$ cat src/hdl/adcsr_pkg.sv
/*
  Constants for the converter status and mode register block: register
  select codes, field positions, reset values and serial word lengths.
  Assumes a single clock domain and no other shared definitions.
*/
// Overview of operation
// - An eight-bit read-only status register is read by a command selecting a read at code zero.
// - Status resets to 0x80 and is shifted out most significant bit first.
// - The active-low ready bit clears when a new result is written to the data register.
// - Ready sets after the data register is read and shortly before the data register updates.
// - Ready also sets on entering power-down or idle mode and while sync is held low.
// - The error bit updates with ready and flags a result clamped to all zeros or all ones.
// - With reference detect on, a low reference sets the missing flag and clamps results to ones.
// - With parity enabled, the parity bit shows odd parity of the data register.
// - Status bit three always reads zero.
// - The channel tag reports the channel of the held result, not the one being converted.
// - A 24-bit read/write mode register resets to 0x080060.
// - Every mode write resets modulator and filter and sets the ready bit.
// - Mode bit 23 goes first; 23:21 mode, 20 append status, 19:18 clock source, 17:16 zero.
// - Mode low bits: 15 third-order filter, 14 zero, 13 parity, 12 divide, 11 single, 10 notch, 9:0 rate.
// - End of conversion is also shown on the shared serial-output/ready pin.
package adcsr_pkg;
  localparam logic [2:0]  ADCSR_SEL_STATUS   = 3'h0;
  localparam logic [2:0]  ADCSR_SEL_MODE     = 3'h1;
  localparam logic [2:0]  ADCSR_SEL_DATA     = 3'h3;
  localparam logic [7:0]  ADCSR_STATUS_RESET = 8'h80;
  localparam logic [23:0] ADCSR_MODE_RESET   = 24'h080060;
  localparam logic [23:0] ADCSR_MODE_WMASK   = 24'hFCBFFF; // bits 17,16,14 fixed zero
  localparam int ADCSR_SR_RDY    = 7;
  localparam int ADCSR_SR_ERR    = 6;
  localparam int ADCSR_SR_REFERENCE_MISSING_FLAG  = 5;
  localparam int ADCSR_SR_PAR    = 4;
  localparam int ADCSR_MR_MODE_LO = 21;
  localparam int ADCSR_MR_APPEND  = 20;
  localparam int ADCSR_MR_PARITY  = 13;
  localparam logic [2:0]  ADCSR_MODE_IDLE    = 3'h4;
  localparam logic [2:0]  ADCSR_MODE_PDOWN   = 3'h3;
  localparam logic [5:0]  ADCSR_STATUS_BITS  = 6'h08;
  localparam logic [5:0]  ADCSR_MODE_BITS    = 6'h18;
  localparam logic [5:0]  ADCSR_DATA_BITS    = 6'h18;
  localparam logic [5:0]  ADCSR_DATA_ST_BITS = 6'h20;
endpackage

$ cat src/hdl/adcsr_shifter.sv
/*
  Serial shifter: loads a word left-justified in 32 bits and shifts it out
  msb first, one bit per shift pulse. Assumes shift pulses come from the
  host's serial clock edges, already synchronous to clk_i.
*/
`timescale 1ns/1ps
`default_nettype none
module adcsr_shifter
  import adcsr_pkg::*;
(
  input  wire logic        clk_i,
  input  wire logic        rst_i,
  input  wire logic        load_i,
  input  wire logic [31:0] word_i,
  input  wire logic [5:0]  len_i,
  input  wire logic        shift_i,
  output logic             bit_o,
  output logic             busy_o,
  output logic             last_o
);
  logic [31:0] sh_q;
  logic [5:0]  cnt_q;

  // Msb first; word left-justified so bit 31 is always next out
  always_ff @(posedge clk_i)
  begin
    if (rst_i)
    begin
      sh_q  <= 32'h0000_0000;
      cnt_q <= 6'h00;
    end
    else if (load_i)
    begin
      sh_q  <= word_i;
      cnt_q <= len_i;
    end
    else if (shift_i && cnt_q != 6'h00)
    begin
      sh_q  <= {sh_q[30:0], 1'b0};
      cnt_q <= cnt_q - 6'h01;
    end
  end

  assign bit_o  = sh_q[31];
  assign busy_o = (cnt_q != 6'h00);
  assign last_o = (cnt_q == 6'h01) && shift_i;
endmodule
`default_nettype wire

$ cat src/hdl/adcsr_top.sv
/*
  Status and mode registers of a 24-bit converter, read and written over
  the serial port after the communications register has been decoded.
  Assumes an outside decoder presents the register select, a read or
  write start, write data and shift pulses, all synchronous to clk_i.
*/
`timescale 1ns/1ps
`default_nettype none
module adcsr_top
  import adcsr_pkg::*;
#(
  parameter int SETTLE_WARN = 4 // Not used; ready rises ahead of a new result on result_pending_i
)
(
  input  wire logic        clk_i,
  input  wire logic        rst_i,
  input  wire logic [2:0]  reg_sel_i,
  input  wire logic        rd_start_i,
  input  wire logic        wr_mode_i,
  input  wire logic [23:0] wr_data_i,
  input  wire logic        shift_i,
  input  wire logic        result_pending_i,
  input  wire logic        result_valid_i,
  input  wire logic [23:0] result_raw_i,
  input  wire logic        result_over_i,
  input  wire logic [2:0]  result_channel_i,
  input  wire logic        reference_detect_enable_i,
  input  wire logic        ref_low_i,
  input  wire logic        sync_n_i,
  output logic [7:0]       converter_status_o,
  output logic [23:0]      operating_mode_o,
  output logic [23:0]      data_o,
  output logic             mod_reset_o,
  output logic             dout_rdy_o,
  output logic             xfer_busy_o
);
  typedef enum logic [2:0]
  {
    ADCSR_IDLE_S = 3'b001,
    ADCSR_SEND_S = 3'b010,
    ADCSR_DONE_S = 3'b100
  } adcsr_state_type;

  adcsr_state_type state_q;
  adcsr_state_type state_d;

  logic        rdy_n_q;
  logic        err_q;
  logic        reference_missing_flag_q;
  logic [2:0]  chan_q;
  logic [23:0] data_q;
  logic [23:0] mode_q;
  logic        mod_reset_q;
  logic        dout_q;
  logic        busy_q;
  logic        data_read_q;
  logic [7:0]  status_w;
  logic        sh_bit;
  logic        sh_busy;
  logic        sh_last;
  logic        load;
  logic [31:0] load_word;
  logic [5:0]  load_len;
  logic        mode_sleep;
  logic [23:0] clamped;
  logic        clamp_err;

  // Odd parity over the held result
  function automatic logic odd_parity(input logic [23:0] v);
    odd_parity = ^v;
  endfunction

  // Clamp results: missing reference forces all ones
  always_comb
  begin
    clamped   = result_raw_i;
    clamp_err = result_over_i;
    if (reference_detect_enable_i && ref_low_i)
    begin
      clamped   = 24'hFFFFFF;
      clamp_err = 1'b1;
    end
    else if (result_over_i)
    begin
      clamped = result_raw_i; // Converter already saturated the code
    end
  end

  assign mode_sleep = (mode_q[23:21] == ADCSR_MODE_IDLE) ||
                      (mode_q[23:21] == ADCSR_MODE_PDOWN);

  // Status image; bit three is tied low
  always_comb
  begin
    status_w                = 8'h00;
    status_w[ADCSR_SR_RDY]  = rdy_n_q;
    status_w[ADCSR_SR_ERR]  = err_q;
    status_w[ADCSR_SR_REFERENCE_MISSING_FLAG] = reference_missing_flag_q;
    status_w[ADCSR_SR_PAR]  = mode_q[ADCSR_MR_PARITY] && odd_parity(data_q);
    status_w[2:0]           = chan_q;
  end

  // Data register, channel tag and error latch on each new result outside idle and power-down
  always_ff @(posedge clk_i)
  begin
    if (rst_i)
    begin
      data_q <= 24'h000000;
      chan_q <= 3'h0;
      err_q  <= 1'b0;
    end
    else if (result_valid_i && !mode_sleep)
    begin
      data_q <= clamped;
      chan_q <= result_channel_i;
      err_q  <= clamp_err;
    end
  end

  // Reference flag follows the detector while enabled
  always_ff @(posedge clk_i)
  begin
    if (rst_i)
      reference_missing_flag_q <= 1'b0;
    else
      reference_missing_flag_q <= reference_detect_enable_i && ref_low_i;
  end

  // Ready bit: setting causes outrank the clear from a new result
  always_ff @(posedge clk_i)
  begin
    if (rst_i)
      rdy_n_q <= ADCSR_STATUS_RESET[ADCSR_SR_RDY];
    else if (wr_mode_i)
      rdy_n_q <= 1'b1;
    else if (mode_sleep || !sync_n_i)
      rdy_n_q <= 1'b1;
    else if (result_pending_i)
      rdy_n_q <= 1'b1;
    else if (data_read_q)
      rdy_n_q <= 1'b1;
    else if (result_valid_i)
      rdy_n_q <= 1'b0;
  end

  // Mode register; fixed-zero bits are masked on write
  always_ff @(posedge clk_i)
  begin
    if (rst_i)
    begin
      mode_q      <= ADCSR_MODE_RESET;
      mod_reset_q <= 1'b0;
    end
    else
    begin
      mod_reset_q <= wr_mode_i;
      if (wr_mode_i)
        mode_q <= wr_data_i & ADCSR_MODE_WMASK;
    end
  end

  // Pick the word to shift for a read
  always_comb
  begin
    load      = 1'b0;
    load_word = 32'h0000_0000;
    load_len  = 6'h00;
    if (rd_start_i && state_q == ADCSR_IDLE_S)
    begin
      load = 1'b1;
      unique case (reg_sel_i)
        ADCSR_SEL_STATUS:
        begin
          load_word = {status_w, 24'h000000};
          load_len  = ADCSR_STATUS_BITS;
        end
        ADCSR_SEL_MODE:
        begin
          load_word = {mode_q, 8'h00};
          load_len  = ADCSR_MODE_BITS;
        end
        ADCSR_SEL_DATA:
        begin
          if (mode_q[ADCSR_MR_APPEND])
          begin
            load_word = {data_q, status_w};
            load_len  = ADCSR_DATA_ST_BITS;
          end
          else
          begin
            load_word = {data_q, 8'h00};
            load_len  = ADCSR_DATA_BITS;
          end
        end
        default:
        begin
          load = 1'b0; // Other registers live elsewhere
        end
      endcase
    end
  end

  adcsr_shifter u_shift
  (
    .clk_i  (clk_i),
    .rst_i  (rst_i),
    .load_i (load),
    .word_i (load_word),
    .len_i  (load_len),
    .shift_i(shift_i),
    .bit_o  (sh_bit),
    .busy_o (sh_busy),
    .last_o (sh_last)
  );

  // Read sequencing
  always_comb
  begin
    state_d = state_q;
    unique case (state_q)
      ADCSR_IDLE_S: if (load) state_d = ADCSR_SEND_S;
      ADCSR_SEND_S: if (sh_last) state_d = ADCSR_DONE_S;
      ADCSR_DONE_S: state_d = ADCSR_IDLE_S;
    endcase
  end

  logic is_data_read_q;

  always_ff @(posedge clk_i)
  begin
    if (rst_i)
    begin
      state_q        <= ADCSR_IDLE_S;
      is_data_read_q <= 1'b0;
      data_read_q    <= 1'b0;
    end
    else
    begin
      state_q <= state_d;
      if (load)
        is_data_read_q <= (reg_sel_i == ADCSR_SEL_DATA);
      data_read_q <= sh_last && is_data_read_q; // One pulse at the end of a data register read
    end
  end

  // Shared pin: data bit while sending, otherwise the ready level
  always_ff @(posedge clk_i)
  begin
    if (rst_i)
    begin
      dout_q <= 1'b1;
      busy_q <= 1'b0;
    end
    else
    begin
      busy_q <= sh_busy;
      dout_q <= sh_busy ? sh_bit : rdy_n_q;
    end
  end

  // Registered copies drive every output
  always_ff @(posedge clk_i)
  begin
    if (rst_i)
    begin
      converter_status_o <= ADCSR_STATUS_RESET;
      operating_mode_o   <= ADCSR_MODE_RESET;
      data_o             <= 24'h000000;
      mod_reset_o        <= 1'b0;
    end
    else
    begin
      converter_status_o <= status_w;
      operating_mode_o   <= mode_q;
      data_o             <= data_q;
      mod_reset_o        <= mod_reset_q;
    end
  end

  assign dout_rdy_o  = dout_q;
  assign xfer_busy_o = busy_q;
endmodule
`default_nettype wire

$ cat config.mk
export PLATFORM = sky130hd
export DESIGN_NAME = adcsr_top
export DESIGN_NICKNAME = d
export VERILOG_FILES = /design/src/hdl/adcsr_pkg.sv /design/src/hdl/adcsr_shifter.sv /design/src/hdl/adcsr_top.sv
export SDC_FILE = /design/constraint.sdc
export NUM_CORES = 1
export LEC_CHECK = 0
export ABC_AREA = 1
export BUFFER_PORTS_ARGS = -buffer_cell sky130_fd_sc_hd__buf_2
export CAP_MARGIN = 20
export CORE_AREA = 2 2 107 109
export DETAILED_ROUTE_END_ITERATION = 10
export DIE_AREA = 0 0 109 111
export PLACE_DENSITY = 0.84
export SLEW_MARGIN = 5
export SYNTH_ARGS = -nofsm -noshare
export SYNTH_HDL_FRONTEND = slang
export SYNTH_HIERARCHICAL = 1
export SYNTH_SLANG_ARGS = --single-unit
$ cat constraint.sdc
create_clock -name clk_i -period 3.2 [get_ports clk_i]
set_input_delay 0.32 -clock clk_i [delete_from_list [all_inputs] [get_ports clk_i]]
set_output_delay 0.32 -clock clk_i [all_outputs]
set_load 0.02 [all_outputs]
==> results.md <==
* Status: finished, final reports clean
* Slowest stage delay, CP at around 0.44 ns
* I/O pin count at approximately 120
* Yosys reg bits at 150
* WP data required at around 3.5 ns
* Initial Util at approximately 57%
* Hold buffers post-CTS at 0
* Max Cap Viol at 0
* Post_cts resized at 0
* # setup viols final at 0
* CP max-delay cell: buf_4
* Global Route Usage Sum at between 20% and 30%
* CP top delay family: buffers and inverters
* Largest net degree at the start of global routing at 75
* Vias per inst at approximately 5.4
* Number of synthesis warnings at 6
* Commonest non-fill, non-tap cell in the layout: nand2_1
* Initial antenna violation count at 0
* ANT nets after route at 0
* Die X at about 110 um
* Syn-to-layout area delta at 19.1%
* Reg2Reg Setup Slack at between 0.7 and 0.8 ns
* Clk root buf: clkbuf_16
* Clk Latency, worst-skew pair at roughly 0.42 ns
* Row count at 39
* Nature of the critical path startpoint: flip-flop
* Crit path cell chain: inv_1 > nor3_2 > nand2_2 > a21oi_4 > buf_4 > inv_4 > o32ai_1 > mux2_2 > nand2_1 > a21oi_1
* Fin Setup TNS at 0 ns
* Synth unique cells at 38
* Post-Synthesis Cells at approximately 810
* Register area share after synthesis at between 40% and 50%
* Drt wl/cell at approximately 15 um
* Ant diodes at 0
* Actual slew at the worst max-slew pin at 0.779 ns
* First-pass GRT wire length at between 20000 and 30000 um
* Vias in the first global route at 5358
* Core footprint at 0.0111 sq mm
* CP endpoint kind: flip-flop
* Fillcell total at 890
* H-tree depth at 4
* Routed Wire Length at 15800 um
* Worst min-delay path class: in -> reg
* DR iter-0 viols at just under 500
* Cell Area, Synth at roughly 0.0064 sq mm
* Num CTS Buffers at 17
* Clk buf depth at 2
* Period minus WS final at about 2.4 ns
* Grt ovf at 0
* Nets at 980
* Buf/Inv on CP at 3
* DP HPWL at 10400 um
* Die height at around 110 um
* Final hold violation count at 0
* Port bufs at ~120
* Pleak at about 3.4 nW
* CTS tree: built
* Routability cong. at slightly above 0.8
* Final Cycle Share at between 70 and 80%
* Mean Syn Cell Area at about 8 sq um
* RSZ-0062 raised after global routing: no
* Area occupied by multi-input gates at ~0.0028 sq mm
* Clock Skew at ~0.014 ns
* Vias at between 5000 and 6000
* Drt drc at 0
* Die Area at between 0.01 and 0.015 sq mm
* Drt pass-1 iters at 5
* Power density over cell area at approximately 710 mW/mm^2
* Max Slew Vio Count at 0
* Postcts setup bufs at 0
* VDD IR max at between 300 and 400 uV
* Fmax at approximately 0.42 GHz
* CP Max Fanout at 40
* Commonest non-fill, non-tap cells in the layout: nand2_1, dfxtp_1, buf_2, nor2_1, inv_1
* WP data arrival at roughly 2.8 ns
* Critical Setup Path Class: reg -> reg
* Layout cell share with drive strength beyond 1 at ~24%
* Setup slack after layout at approximately 0.8 ns
* Rel. slew slack at between 40% and 50%
* Pre-CTS setup slack at roughly 0.76 ns
* Seq. cell area at between 0.003 and 0.004 sq mm
* CTS Sinks at 150
* Clk slew on worst S/H paths at approximately 0.060 ns
[power breakdown]
| group | internal [W] | total (W) | switching (W) |
|---|---|---|---|
| clock network | 0.00139 | 0.00213 | 0.000741 |
| registers | 0.00200 | 0.00209 | 0.0000803 |
| logic | 0.000347 | 0.00116 | 0.000814 |
[layer usage]
| layer | share of wire [%] | track usage [%] |
|---|---|---|
| met1 | 42 | 33.2 |
| met4 | 3.9 | 14.0 |
| met3 | 6.8 | 7.29 |
| met2 | 48 | 41.3 |
| met5 | 0 | 0 |
[metrics by stage]
step                total power [W]  instances  utilization, %  area, sq um  hold WS [ns]
floorplan                   0.00302        815               -         6390         0.388
global placement            0.00323       1036            62.8         6950         0.389
detailed placement          0.00325       1036            62.8         6950         0.399
CTS                         0.00537       1065            68.4         7580        0.0902
global route                0.00559       1065            68.4         7580         0.113
finish                      0.00537       1065            68.4         7580        0.0955
[cell usage after synthesis (all sizes together)]
| master | instances | area share [%] |
|---|---|---|
| clkinv | 3 | 0.26 |
| mux2 | 26 | 4.6 |
| o32ai | 18 | 3.7 |
| inv | 77 | 4.6 |
| clkbuf | 12 | 0.71 |
| ha | 3 | 0.59 |
| a31oi | 1 | 0.098 |
| xor2 | 1 | 0.14 |
| o211ai | 1 | 0.12 |
| nand3 | 19 | 1.7 |
| buf | 31 | 3.0 |
| dfxtp | 150 | 47 |
| conb | 1 | 0.059 |
| nor3 | 31 | 2.8 |
| nor4 | 1 | 0.098 |
| nand2 | 235 | 14 |
| a211oi | 25 | 3.0 |
| o21ai | 24 | 1.9 |
| nor2 | 88 | 5.4 |
| o22ai | 5 | 0.49 |
| nand4 | 4 | 0.39 |
| a21oi | 52 | 4.9 |
[worst reg2reg max path, delay by kind of cell, from the launching register on]
| family | cells | cell delay, ns |
|---|---|---|
| compound gates | 3 | 0.65 |
| flops | 1 | 0.33 |
| mux | 1 | 0.21 |
| buf+inv | 3 | 0.74 |
| simple gates | 3 | 0.41 |
[flip-flops by register name (all words and copies together), names as in the netlist, 3 cells and up]
| signal | flops |
|---|---|
| state_q | 3 |
| data_q | 24 |
| u_shift/cnt_q | 6 |
| u_shift/sh_q | 32 |
| chan_q | 3 |
| converter_status_o | 7 |
| data_o | 24 |
| mode_q | 21 |
| operating_mode_o | 21 |
[area by class of cell]
class	instances	share of cell area, %
flip-flops and latches	150	39.6
multi-input cells	542	37.5
repair buffers	121	8.19
clock buffers	19	5.85
inverters	80	4.06
clock inverters	10	2.38
well taps	143	2.36
[final timing paths]
| kind | from | to | depth (start not counted) |
|---|---|---|---|
| worst max-delay path | state_q[0] | u_shift/sh_q[8] | 10 |
| worst min-delay path | wr_data_i[15] | mode_q[15] | 3 |
| worst max register to register | state_q[0] | u_shift/sh_q[8] | 10 |
| worst min register to register | mod_reset_q | mod_reset_o | 2 |
[cells by family after synthesis]
kind of cell,after synthesis,synth area share (%)
other cells,1,0.0590
flops,150,47.2
buf+inv,123,8.58
compound gates,126,14.1
fa+ha+maj,3,0.590
simple gates,378,24.8
mux,26,4.60
xor+xnor,1,0.138
Power figures use the tool's default switching activity.
